<file path="src/rtl/vtc_defs.svh">
// Purpose: Constants for the unit control command handler
// Assumes: 100 MHz reference clock
// Notes: Characters are 8-bit ASCII codes
`ifndef VTC_DEFS_SVH
`define VTC_DEFS_SVH
`define VTC_CLK_HZ 100000000
`define VTC_BAUD 9600
`define VTC_LOG_DEPTH 6
`define VTC_ARG_MAX 8
`define VTC_EOT 8'h04
`define VTC_STX 8'h02
`define VTC_ETX 8'h03
`define VTC_ENQ 8'h05
`define VTC_ACK 8'h06
`define VTC_NACK 8'h15
`define VTC_CH0 8'h30
`define VTC_CH1 8'h31
`define VTC_SPC 8'h20
`define VTC_GT 8'h3E
`define VTC_LVL_MAX 7'h64
`define VTC_LVL_RST 7'h00
`define VTC_ERR_NONE 4'h0
`define VTC_ERR_SYNTAX 4'h1
`define VTC_ERR_CHKSUM 4'h2
`define VTC_ERR_ERASE 4'h3
`define VTC_ERR_PROG 4'h4
`define VTC_ERR_RECTYPE 4'h5
`define VTC_ERR_ADDR 4'h6
`define VTC_ERR_HEXSUM 4'h7
`define VTC_ERR_EOF 4'h8
`define VTC_ERR_COUNT 4'h9
`define VTC_ERR_NOAPP 4'hA
`define VTC_ERR_NOID 4'hB
`define VTC_ERR_IDSUM1 4'hC
`define VTC_ERR_IDSUM4 4'hF
`define VTC_CMD_DOWNLOAD 16'h444C
`define VTC_CMD_CONVTEST 16'h4454
`define VTC_CMD_ERRLOG 16'h4553
`define VTC_CMD_GASHEAT 16'h4850
`define VTC_CMD_STATUS 16'h4953
`define VTC_CMD_N2LEVEL 16'h4E48
`define VTC_CMD_N2SWITCH 16'h4E50
`endif

</file>
<file path="src/rtl/README_unused.sv">
// Purpose: none
// Assumes: none
// Notes: none

</file>
<file path="src/rtl/vtc_pkg.sv">
// Purpose: Types for the unit control command handler
// Assumes: Nothing
// Notes: One-hot frame states
package vtc_pkg;
  typedef enum logic [6:0] {
    ST_IDLE = 7'h01,
    ST_ADDR = 7'h02,
    ST_HEAD = 7'h04,
    ST_ARG = 7'h08,
    ST_CHECK = 7'h10,
    ST_EXEC = 7'h20,
    ST_SEND = 7'h40
  } vtc_state_t;
endpackage

</file>
<file path="src/rtl/vtc_cmd.sv">
// Purpose: Serial command interpreter of the temperature unit
// Assumes: Inputs synchronous to i_ref_clk, half-duplex host
// Notes: Block check is XOR of bytes after STX through ETX
`include "vtc_defs.svh"
module vtc_cmd
  import vtc_pkg::*;
#(
  parameter int BIT_CYC = `VTC_CLK_HZ / `VTC_BAUD,
  parameter int LOG_DEPTH = `VTC_LOG_DEPTH
) (
  input wire logic i_ref_clk,
  input wire logic i_rstn,
  input wire logic i_rxd,
  output logic o_txd,
  input wire logic i_download_active,
  input wire logic i_flash_erased,
  input wire logic i_evap_option,
  input wire logic i_evap_conn,
  input wire logic i_no_gas,
  input wire logic i_overheat,
  input wire logic i_exch_conn,
  input wire logic i_ln2_refill,
  input wire logic i_ln2_empty,
  input wire logic i_booster,
  input wire logic i_ext_err_valid,
  input wire logic [3:0] i_ext_err_code,
  output logic o_ext_err_ready,
  output logic o_gas_heater_on,
  output logic o_conv_test_on,
  output logic o_n2_heater_on,
  output logic [6:0] o_n2_level
);
  localparam int CW = $clog2(BIT_CYC + 1);
  localparam logic [CW-1:0] BIT_LAST = CW'(BIT_CYC - 1);
  localparam logic [2:0] LOG_TOP = 3'(LOG_DEPTH - 1);
  localparam logic [2:0] LOG_FULL = 3'(LOG_DEPTH);

  // Receiver: 8 data, even parity, one stop
  logic [CW-1:0] rx_cnt;
  logic [3:0] rx_bit;
  logic rx_busy;
  logic [8:0] rx_sh;
  logic rx_stb;
  logic [7:0] rx_byte;
  logic rx_perr;
  always_ff @(posedge i_ref_clk or negedge i_rstn) begin
    if (!i_rstn) begin
      rx_cnt <= '0;
      rx_bit <= 4'h0;
      rx_busy <= 1'b0;
      rx_sh <= 9'h000;
      rx_stb <= 1'b0;
      rx_byte <= 8'h00;
      rx_perr <= 1'b0;
    end else begin
      rx_stb <= 1'b0;
      if (!rx_busy) begin
        if (!i_rxd) begin
          rx_busy <= 1'b1;
          rx_cnt <= CW'(BIT_CYC / 2);
          rx_bit <= 4'h0;
        end
      end else if (rx_cnt != '0) begin
        rx_cnt <= rx_cnt - 1'b1;
      end else begin
        rx_cnt <= BIT_LAST;
        rx_bit <= rx_bit + 4'h1;
        if (rx_bit == 4'h0) begin
          if (i_rxd) rx_busy <= 1'b0;
        end else if (rx_bit < 4'hA) begin
          rx_sh <= {i_rxd, rx_sh[8:1]};
        end else begin
          rx_busy <= 1'b0;
          rx_stb <= 1'b1;
          rx_byte <= rx_sh[7:0];
          rx_perr <= (^rx_sh) | !i_rxd;
        end
      end
    end
  end

  vtc_state_t st;
  logic [7:0] cmd0, cmd1, xsum;
  logic is_wr;
  logic [1:0] bad;
  logic [2:0] n;
  logic [3:0] argn;
  logic [7:0] arg [0:`VTC_ARG_MAX-1];
  logic [7:0] tx_buf [0:9];
  logic [3:0] tx_len, tx_idx;
  logic [3:0] tx_left;
  logic tx_go;
  logic [7:0] tx_data;
  logic [CW-1:0] tx_cnt;
  logic [9:0] tx_sh;
  wire rx_ok = rx_stb && !rx_perr;
  wire rx_eot = rx_stb && rx_byte == `VTC_EOT && st != ST_CHECK;

  // Frame parser; host framing is EOT 0000 [STX] cmd arg (ETX check | ENQ)
  always_ff @(posedge i_ref_clk or negedge i_rstn) begin
    if (!i_rstn) begin
      st <= ST_IDLE;
      cmd0 <= 8'h00;
      cmd1 <= 8'h00;
      xsum <= 8'h00;
      is_wr <= 1'b0;
      bad <= 2'h0;
      n <= 3'h0;
      argn <= 4'h0;
      for (int i = 0; i < `VTC_ARG_MAX; i++) arg[i] <= 8'h00;
    end else if (rx_eot && st != ST_EXEC && st != ST_SEND) begin
      st <= ST_ADDR;
      n <= 3'h0;
      bad <= 2'h0;
      is_wr <= 1'b0;
      xsum <= 8'h00;
      argn <= 4'h0;
    end else begin
      case (st)
        ST_IDLE: ;
        ST_ADDR: if (rx_stb) begin
          if (!rx_ok || rx_byte != `VTC_CH0) bad <= 2'h1;
          n <= n + 3'h1;
          if (n == 3'h3) begin
            st <= ST_HEAD;
            n <= 3'h0;
          end
        end
        ST_HEAD: if (rx_stb) begin
          if (!rx_ok) bad <= 2'h1;
          if (n == 3'h0 && !is_wr && rx_byte == `VTC_STX) begin
            is_wr <= 1'b1;
          end else begin
            xsum <= xsum ^ rx_byte;
            if (n == 3'h0) cmd0 <= rx_byte;
            else cmd1 <= rx_byte;
            n <= n + 3'h1;
            if (n == 3'h1) st <= ST_ARG;
          end
        end
        ST_ARG: if (rx_stb) begin
          if (!rx_ok) bad <= 2'h1;
          xsum <= xsum ^ rx_byte;
          if (!is_wr) begin
            if (rx_byte != `VTC_ENQ) bad <= 2'h1;
            st <= ST_EXEC;
          end else if (rx_byte == `VTC_ETX) begin
            st <= ST_CHECK;
          end else if (argn < 4'(`VTC_ARG_MAX)) begin
            arg[argn[2:0]] <= rx_byte;
            argn <= argn + 4'h1;
          end else begin
            bad <= 2'h1;
          end
        end
        ST_CHECK: if (rx_stb) begin
          if (bad == 2'h0 && (!rx_ok || rx_byte != xsum)) bad <= 2'h2;
          st <= ST_EXEC;
        end
        ST_EXEC: st <= ST_SEND;
        ST_SEND: if (tx_left == 4'h0 && !tx_go && tx_idx == tx_len) st <= ST_IDLE;
        default: st <= ST_IDLE;
      endcase
    end
  end

  // Error log storage, newest at head-1
  logic [3:0] log_mem [0:LOG_DEPTH-1];
  logic [2:0] head, log_cnt;
  wire [2:0] prev_head = (head == 3'h0) ? LOG_TOP : head - 3'h1;
  wire [3:0] log_top = (log_cnt == 3'h0) ? `VTC_ERR_NONE : log_mem[prev_head];
  wire [15:0] status_word = {5'h00, i_booster, 1'b1, o_n2_heater_on,
    i_ln2_empty, i_ln2_refill, i_exch_conn, i_overheat, i_no_gas,
    i_evap_conn, 1'b0, o_gas_heater_on};
  wire [15:0] cmd_id = {cmd0, cmd1};
  wire sel_exec = st == ST_EXEC;

  logic ex_ack, ex_data, ex_log, ex_pop, wr_gas, wr_conv, wr_n2sw, wr_n2lvl, wr_val;
  logic [3:0] ex_code;
  logic [7:0] pl [0:4];
  logic [2:0] pl_len;
  logic [6:0] lvl_val;
  logic [7:0] rsp_sum;
  always_comb begin
    logic [9:0] acc;
    logic seen, fail;
    acc = 10'h000;
    seen = 1'b0;
    fail = 1'b0;
    ex_ack = 1'b0;
    ex_data = 1'b0;
    ex_log = 1'b0;
    ex_pop = 1'b0;
    ex_code = `VTC_ERR_SYNTAX;
    wr_gas = 1'b0;
    wr_conv = 1'b0;
    wr_n2sw = 1'b0;
    wr_n2lvl = 1'b0;
    wr_val = arg[0][0];
    for (int i = 0; i < 5; i++) pl[i] = `VTC_SPC;
    pl_len = 3'h1;
    // Decimal level with leading spaces or zeros
    for (int i = 0; i < 5; i++) begin
      if (4'(i) < argn) begin
        if (arg[i] == `VTC_SPC && !seen) begin
          fail = fail;
        end else if (arg[i] >= `VTC_CH0 && arg[i] <= 8'h39) begin
          acc = 10'((acc > 10'h064 ? 10'h3FF : acc * 10'h00A) + {6'h00, arg[i][3:0]});
          seen = 1'b1;
        end else begin
          fail = 1'b1;
        end
      end
    end
    lvl_val = acc[6:0];
    wire_ok: begin end
    if (bad != 2'h0) begin
      ex_log = 1'b1;
      ex_code = (bad == 2'h2) ? `VTC_ERR_CHKSUM : `VTC_ERR_SYNTAX;
    end else begin
      case (cmd_id)
        `VTC_CMD_DOWNLOAD: if (!is_wr) begin
          ex_data = 1'b1;
          pl[0] = !i_download_active ? `VTC_CH0 : (i_flash_erased ? 8'h32 : `VTC_CH1);
        end
        `VTC_CMD_CONVTEST: if (is_wr && argn == 4'h1 && arg[0][7:1] == 7'h18) begin
          ex_ack = 1'b1;
          wr_conv = 1'b1;
        end
        `VTC_CMD_ERRLOG: if (!is_wr) begin
          ex_data = 1'b1;
          ex_pop = log_cnt != 3'h0;
          if (log_top < 4'hA) begin
            pl[0] = {4'h3, log_top};
          end else begin
            pl[0] = `VTC_CH1;
            pl[1] = {4'h3, 4'(log_top - 4'hA)};
            pl_len = 3'h2;
          end
        end
        `VTC_CMD_GASHEAT: if (!is_wr) begin
          ex_data = 1'b1;
          pl[0] = {7'h18, o_gas_heater_on};
        end else if (argn == 4'h1 && arg[0][7:1] == 7'h18) begin
          ex_ack = 1'b1;
          wr_gas = 1'b1;
        end
        `VTC_CMD_STATUS: if (!is_wr) begin
          ex_data = 1'b1;
          pl[0] = `VTC_GT;
          for (int d = 0; d < 4; d++) begin
            pl[d+1] = (status_word[15-4*d -: 4] < 4'hA) ? {4'h3, status_word[15-4*d -: 4]} :
              8'(8'h37 + {4'h0, status_word[15-4*d -: 4]});
          end
          pl_len = 3'h5;
        end else begin
          ex_log = 1'b1;
        end
        `VTC_CMD_N2LEVEL: if (i_evap_option) begin
          if (!is_wr) begin
            ex_data = 1'b1;
            pl[0] = {7'h18, o_n2_level == `VTC_LVL_MAX};
            pl[1] = {4'h3, 4'((o_n2_level % 7'd100) / 7'd10)};
            pl[2] = {4'h3, 4'(o_n2_level % 7'd10)};
            pl_len = 3'h3;
          end else if (argn != 4'h0 && argn < 4'h6 && seen && !fail && acc <= 10'h064) begin
            ex_ack = 1'b1;
            wr_n2lvl = 1'b1;
          end
        end
        `VTC_CMD_N2SWITCH: if (i_evap_option) begin
          if (!is_wr) begin
            ex_data = 1'b1;
            pl[0] = {7'h18, o_n2_heater_on};
          end else if (argn == 4'h1 && arg[0][7:1] == 7'h18) begin
            ex_ack = 1'b1;
            wr_n2sw = 1'b1;
          end
        end
        default: ex_log = 1'b1;
      endcase
    end
    // Answer check covers command, payload and ETX
    rsp_sum = cmd0 ^ cmd1 ^ `VTC_ETX;
    for (int i = 0; i < 5; i++) begin
      if (3'(i) < pl_len) rsp_sum = rsp_sum ^ pl[i];
    end
  end

  // Answer assembly and byte transmit sequencing
  always_ff @(posedge i_ref_clk or negedge i_rstn) begin
    if (!i_rstn) begin
      for (int i = 0; i < 10; i++) tx_buf[i] <= 8'h00;
      tx_len <= 4'h0;
      tx_idx <= 4'h0;
      tx_go <= 1'b0;
      tx_data <= 8'h00;
    end else begin
      tx_go <= 1'b0;
      if (sel_exec) begin
        tx_idx <= 4'h0;
        if (ex_data) begin
          tx_buf[0] <= `VTC_STX;
          tx_buf[1] <= cmd0;
          tx_buf[2] <= cmd1;
          for (int i = 0; i < 5; i++) begin
            tx_buf[3+i] <= (3'(i) < pl_len) ? pl[i] : `VTC_ETX;
          end
          tx_buf[3+pl_len] <= `VTC_ETX;
          tx_buf[4+pl_len] <= rsp_sum;
          tx_len <= 4'(5 + pl_len);
        end else begin
          tx_buf[0] <= ex_ack ? `VTC_ACK : `VTC_NACK;
          tx_len <= 4'h1;
        end
      end else if (st == ST_SEND && tx_left == 4'h0 && !tx_go && tx_idx != tx_len) begin
        tx_data <= tx_buf[tx_idx];
        tx_idx <= tx_idx + 4'h1;
        tx_go <= 1'b1;
      end
    end
  end

  // Transmitter with even parity
  always_ff @(posedge i_ref_clk or negedge i_rstn) begin
    if (!i_rstn) begin
      o_txd <= 1'b1;
      tx_sh <= 10'h3FF;
      tx_left <= 4'h0;
      tx_cnt <= '0;
    end else if (tx_go) begin
      o_txd <= 1'b0;
      tx_sh <= {1'b1, ^tx_data, tx_data};
      tx_left <= 4'hB;
      tx_cnt <= BIT_LAST;
    end else if (tx_left != 4'h0) begin
      if (tx_cnt != '0) begin
        tx_cnt <= tx_cnt - 1'b1;
      end else begin
        tx_cnt <= BIT_LAST;
        tx_left <= tx_left - 4'h1;
        if (tx_left > 4'h1) begin
          o_txd <= tx_sh[0];
          tx_sh <= {1'b1, tx_sh[9:1]};
        end
      end
    end
  end

  // Output controls, all off from power-on
  always_ff @(posedge i_ref_clk or negedge i_rstn) begin
    if (!i_rstn) begin
      o_gas_heater_on <= 1'b0;
      o_conv_test_on <= 1'b0;
      o_n2_heater_on <= 1'b0;
      o_n2_level <= `VTC_LVL_RST;
    end else if (sel_exec) begin
      if (wr_gas) o_gas_heater_on <= wr_val;
      if (wr_conv) o_conv_test_on <= wr_val;
      if (wr_n2sw) o_n2_heater_on <= wr_val;
      if (wr_n2lvl) o_n2_level <= lvl_val;
    end
  end

  // Outside errors wait while a command executes
  assign o_ext_err_ready = !sel_exec;
  wire push = sel_exec ? ex_log : i_ext_err_valid;
  wire [3:0] push_code = sel_exec ? ex_code : i_ext_err_code;
  always_ff @(posedge i_ref_clk or negedge i_rstn) begin
    if (!i_rstn) begin
      head <= 3'h0;
      log_cnt <= 3'h0;
      for (int i = 0; i < LOG_DEPTH; i++) log_mem[i] <= 4'h0;
    end else if (push) begin
      log_mem[head] <= push_code;
      head <= (head == LOG_TOP) ? 3'h0 : head + 3'h1;
      if (log_cnt != LOG_FULL) log_cnt <= log_cnt + 3'h1;
    end else if (sel_exec && ex_pop) begin
      head <= prev_head;
      log_cnt <= log_cnt - 3'h1;
    end
  end

  chk_log_bound: assert property (@(posedge i_ref_clk) disable iff (!i_rstn)
    log_cnt <= LOG_FULL) else $error("log count too high");
  chk_log_pop: assert property (@(posedge i_ref_clk) disable iff (!i_rstn)
    sel_exec && bad == 2'h0 && cmd_id == `VTC_CMD_ERRLOG && !is_wr && log_cnt != 3'h0
    |=> log_cnt == $past(log_cnt) - 3'h1) else $error("error query did not pop");
  chk_log_write: assert property (@(posedge i_ref_clk) disable iff (!i_rstn)
    sel_exec && cmd_id == `VTC_CMD_ERRLOG && is_wr
    |=> tx_len == 4'h1 && tx_buf[0] == `VTC_NACK) else $error("log write not refused");
  chk_check_log: assert property (@(posedge i_ref_clk) disable iff (!i_rstn)
    sel_exec && bad == 2'h2 |=> log_mem[prev_head] == `VTC_ERR_CHKSUM
    && tx_buf[0] == `VTC_NACK) else $error("check failure not logged");
  chk_gas_cause: assert property (@(posedge i_ref_clk) disable iff (!i_rstn)
    $changed(o_gas_heater_on) |-> $past(sel_exec && wr_gas && cmd_id == `VTC_CMD_GASHEAT))
    else $error("gas heater changed without command");
  chk_auth_switch: assert property (@(posedge i_ref_clk) disable iff (!i_rstn)
    sel_exec && !i_evap_option && cmd_id == `VTC_CMD_N2SWITCH
    |=> tx_buf[0] == `VTC_NACK && $stable(o_n2_heater_on))
    else $error("unauthorised switch command");
  chk_level_range: assert property (@(posedge i_ref_clk) disable iff (!i_rstn)
    o_n2_level <= `VTC_LVL_MAX) else $error("level above limit");
  chk_status_const: assert property (@(posedge i_ref_clk) disable iff (!i_rstn)
    status_word[1] == 1'b0 && status_word[9] && status_word[15:11] == 5'h00
    && status_word[8] == o_n2_heater_on) else $error("status constants wrong");
endmodule

</file>
<file path="config.mk">
export PLATFORM = sky130hd
export DESIGN_NAME = vtc_cmd
export DESIGN_NICKNAME = d
export VERILOG_FILES = /design/src/rtl/README_unused.sv /design/src/rtl/vtc_pkg.sv /design/src/rtl/vtc_cmd.sv
export VERILOG_INCLUDE_DIRS = /design/src /design/src/rtl
export SDC_FILE = /design/constraint.sdc
export NUM_CORES = 1
export LEC_CHECK = 0
export BUFFER_PORTS_ARGS = -buffer_cell sky130_fd_sc_hd__buf_2
export CAP_MARGIN = 20
export CELL_PAD_IN_SITES_DETAIL_PLACEMENT = 1
export CELL_PAD_IN_SITES_GLOBAL_PLACEMENT = 1
export CORE_MARGIN = 4
export CORE_UTILIZATION = 34
export CTS_CLUSTER_DIAMETER = 80
export DETAILED_ROUTE_END_ITERATION = 7
export GPL_ROUTABILITY_DRIVEN = 0
export GPL_TIMING_DRIVEN = 0
export MAX_ROUTING_LAYER = met4
export PLACE_DENSITY_LB_ADDON = 0.1
export SLEW_MARGIN = 20
export SYNTH_ARGS = -nofsm -noshare
export SYNTH_HDL_FRONTEND = slang
export SYNTH_SLANG_ARGS = --single-unit
</file>
<file path="constraint.sdc">
create_clock -name i_ref_clk -period 13.5 [get_ports i_ref_clk]
set_input_delay 0.675 -clock i_ref_clk [delete_from_list [all_inputs] [get_ports i_ref_clk]]
set_output_delay 0.675 -clock i_ref_clk [all_outputs]
set_load 0.02 [all_outputs]
</file>
==> flow_summary_export.csv <==
group,metric,value,unit
cells_and_area,fill_cells,6172,
clock_network,cts_sinks,277,
synth,synthAdderAreaFrac,0.06614,
global_route,overflow,0,
critical_path,cp_max_fo,10,
synth,synth-xor-area-share,0.04302,
critical_path,r2r_slack,1.07,ns
clock_network,clkSlewWorstSetupHoldPaths,0.06,ns
route,drt_first_iter_violations,685,
synth,yosys_register_bits,277,
timing,relSlewSlack,0.2926,
cells_and_area,nets,2220,
route,vias,15470,
global_route,grt_first_pass_wirelength,91480,µm
critical_path,crit_slowest_cell,"nor4b_1",
run,max_cap_violations,0,
power_and_ir_drop,peakVddDrop,62.15,µV
clock_network,cts.root.buffer_cell,"clkbuf_16",
die,fp.coreArea,0.05287,mm²
clock_network,tritoncts,"yes",
cells_and_area,antenna_cells,0,
synth,yosys-mux-area-fraction,0.08933,
power_and_ir_drop,power_density,99.00,mW/mm²
critical_path,reg2reg_to,"o_n2_level[0]",
route,drc,0,
critical_path,worst-r2r-cell-count,45,
global_route,antenna_found_initial,0,
synth,synth_edf_count,0,
die,die_h,239.6,µm
critical_path,worstPathRequired,13.91,ns
placed_design,port_buffers,29,
global_route,grtUsageTotal,0.2033,
synth,ys.flop_type,"dfrtp_1",
die,rows,84,
synth,yosys.area.top_type,"dfrtp_1",
timing,rsz0062_at_grt,"false",
synth,syn_inst,2040,
clock_network,postCtsHoldBufs,0,
critical_path,crit_path_max_incr_delay,0.73,ns
timing,tightestPinTransition,1.048,ns
timing,final_max_slew_viol_count,0,
timing,max_freq,0.08043,GHz
cells_and_area,drive_above_1_share,0.1194,
die,start_util,0.3450,
power_and_ir_drop,leakage,0.009092,µW
timing,setup_tns,0,ns
die,dieArea,0.05741,mm²
synth,synth_fp_nets,2148,
synth,synth_cell_types,109,
die,die_w,239.6,µm
clock_network,cts_made_buffers,35,
timing,hold_violations,0,
clock_network,cts_resized,0,
clock_network,clockBufferDepth,3,
timing,min_period,12.43,ns
synth,synth-simple-area-share,0.2159,
synth,synth_top_family_by_area,"simple AND/OR/NAND/NOR gates",
synth,synth.avg_cell_area,8.939,µm²
route,viasPerCell,5.481,
route,detail_route.wl_per_cell,19.97,µm
placed_design,hpwl,42660,µm
synth,async_flop_share,1.000,
die,pin_count,30,
global_route,grt_max_degree,92,
route,ant_nets,0,
timing,setup_slack,1.067,ns
synth,syn-cell-area,0.01824,mm²
cells_and_area,final_cell_mix,"266 x dfrtp_1, 249 x nand2_1, 184 x nor2_1",
synth,yosysWarnings,0,
critical_path,crit_type,"reg -> reg",
clock_network,postCtsSetupBuffers,0,
timing,setup_violations,0,
timing,fin_skew,0.02209,ns
clock_network,h-tree-depth,2,
synth,synth_top_area_frac,0.3650,
route,firstDrtPassIters,5,
cells_and_area,layout_commonest_cell,"dfrtp_1",
global_route,grt_pass1_vias,16310,
route,drt_wl_total,56360,µm
critical_path,end_kind,"flop",
cells_and_area,area_delta_synth_final,12.44,%
critical_path,arrival,12.84,ns
placed_design,pre_cts_slack,1.139,ns
critical_path,start_kind,"flop",
hold_path,hold_class,"in -> async",
synth,synth_compound_area_frac,0.1664,
clock_network,clkLatencyLatePin,0.54,ns
run_status,outcome,"complete, no violations",
synth,synthTopCellsByArea,"dfrtp_1 37%, ha_1 5.6%, nand2_1 5.1%",
critical_path,r2r_start,"argn[0]",
critical_path,worst_path_most_repeated_cell,"ha_1",
synth,ys_seq_area_frac,0.3809,
timing,finalCritPeriodShare,0.9210,
==> per-layer routing <==
metal  GRT usage  up-vias  part of all wire
li1            -     7456                 -
met1      0.2576     7794              0.46
met2      0.3461      154              0.49
met3     0.02809       69             0.025
met4     0.04855        0             0.022
met5           -        -                 0
==> state kept, by name, summed over array words and instances (netlist names), 7 cells and up <==
signal,flops
cmd0,8
tx_buf,73
o_n2_level,7
arg,40
tx_cnt,14
tx_sh,9
rx_cnt,14
xsum,8
tx_data,8
st,7
rx_byte,8
log_mem,24
cmd1,8
rx_sh,9
==> cells by family (layout without fill, tap and decap cells) <==
logic type,count (synthesis),count (layout)
AO/OA/AOI/OAI,487,487
XOR/XNOR,88,88
adder cells (fa/ha/maj),92,92
buffers and inverters,168,263
flip-flops,277,277
multiplexers,132,132
other,2,2
AND/OR/NAND/NOR,794,794
==> worst max-delay path: cells and delay by family (launching register included) <==
| kind | cells | cell delay (ns) |
|---|---|---|
| adders and majority gates | 7 | 2.20 |
| AOI/OAI and AO/OA | 16 | 4.12 |
| and+or+nand+nor | 16 | 4.29 |
| xor gates and xnor gates | 1 | 0.14 |
| DFF | 1 | 0.47 |
| muxes | 3 | 0.87 |
| buffers and inverters | 2 | 0.18 |
==> per-stage QoR <==
stage                     total power (µW)  utilization  instance area, µm²  hold WS [ns]  cells
after floorplan                       1034            -               18240        0.3794   2040
after global placement                1105       0.3640               19240        0.4507   2757
after detailed placement              1121       0.3667               19380        0.4558   2763
after CTS                             2068       0.3879               20500       0.06529   2823
after global routing                  2129       0.3879               20500       0.08745   2823
final                                 2030       0.3879               20500       0.07027   2823
==> synth_stat cells, drive strengths merged, types with 5 or more instances <==
cell type / count
o21bai: 8
mux2i: 33
nor3b: 24
a31oi: 40
nand2b: 21
nor4b: 6
inv: 89
clkbuf: 59
and3: 21
o21ai: 166
nor2: 186
or4: 6
nand2: 249
a31o: 5
a21o: 18
mux4: 15
nor3: 53
o22ai: 10
fa: 8
a2111oi: 5
dfrtp: 266
nand4: 23
dfstp: 11
mux2: 84
a22oi: 17
nor4: 18
a21oi: 118
o211ai: 14
xor2: 17
xnor2: 70
a211oi: 8
or2: 11
ha: 82
nand3b: 10
or3: 18
and2: 27
a311oi: 5
nor2b: 41
o21a: 10
o31ai: 6
nand3: 57
buf: 19
a22o: 8
o22a: 5
==> where the power goes <==
part / switching (µW) / internal (µW) / leakage [µW]
logic: 127 / 71.8 / 0.00499
registers: 27.7 / 875 / 0.00356
clock network: 371 / 557 / 0.000546
==> area by class of cell <==
cell class	count	area (µm²)	share of cell area
Buffer	78	352.8	0.01721
Clock buffer	54	1017	0.04961
Clock inverter	6	102.6	0.005004
Inverter	90	337.8	0.01648
Multi-Input combinational cell	1595	10630	0.5184
Sequential cell	277	6945	0.3387
Tap cell	688	860.8	0.04198
Timing Repair Buffer	35	257.7	0.01257
==> worst max-delay path by stage <==
stage                        from            end  slack [ns]
after global placement    argn[0]  o_n2_level[0]        1.30
after CTS                 argn[0]  o_n2_level[0]        1.06
after detailed placement  argn[0]  o_n2_level[3]        1.14
after floorplan           argn[0]  o_n2_level[0]        3.28
after global routing      argn[0]  o_n2_level[5]        0.13
final                     argn[0]  o_n2_level[0]        1.07
Power figures use the tool's default switching activity.
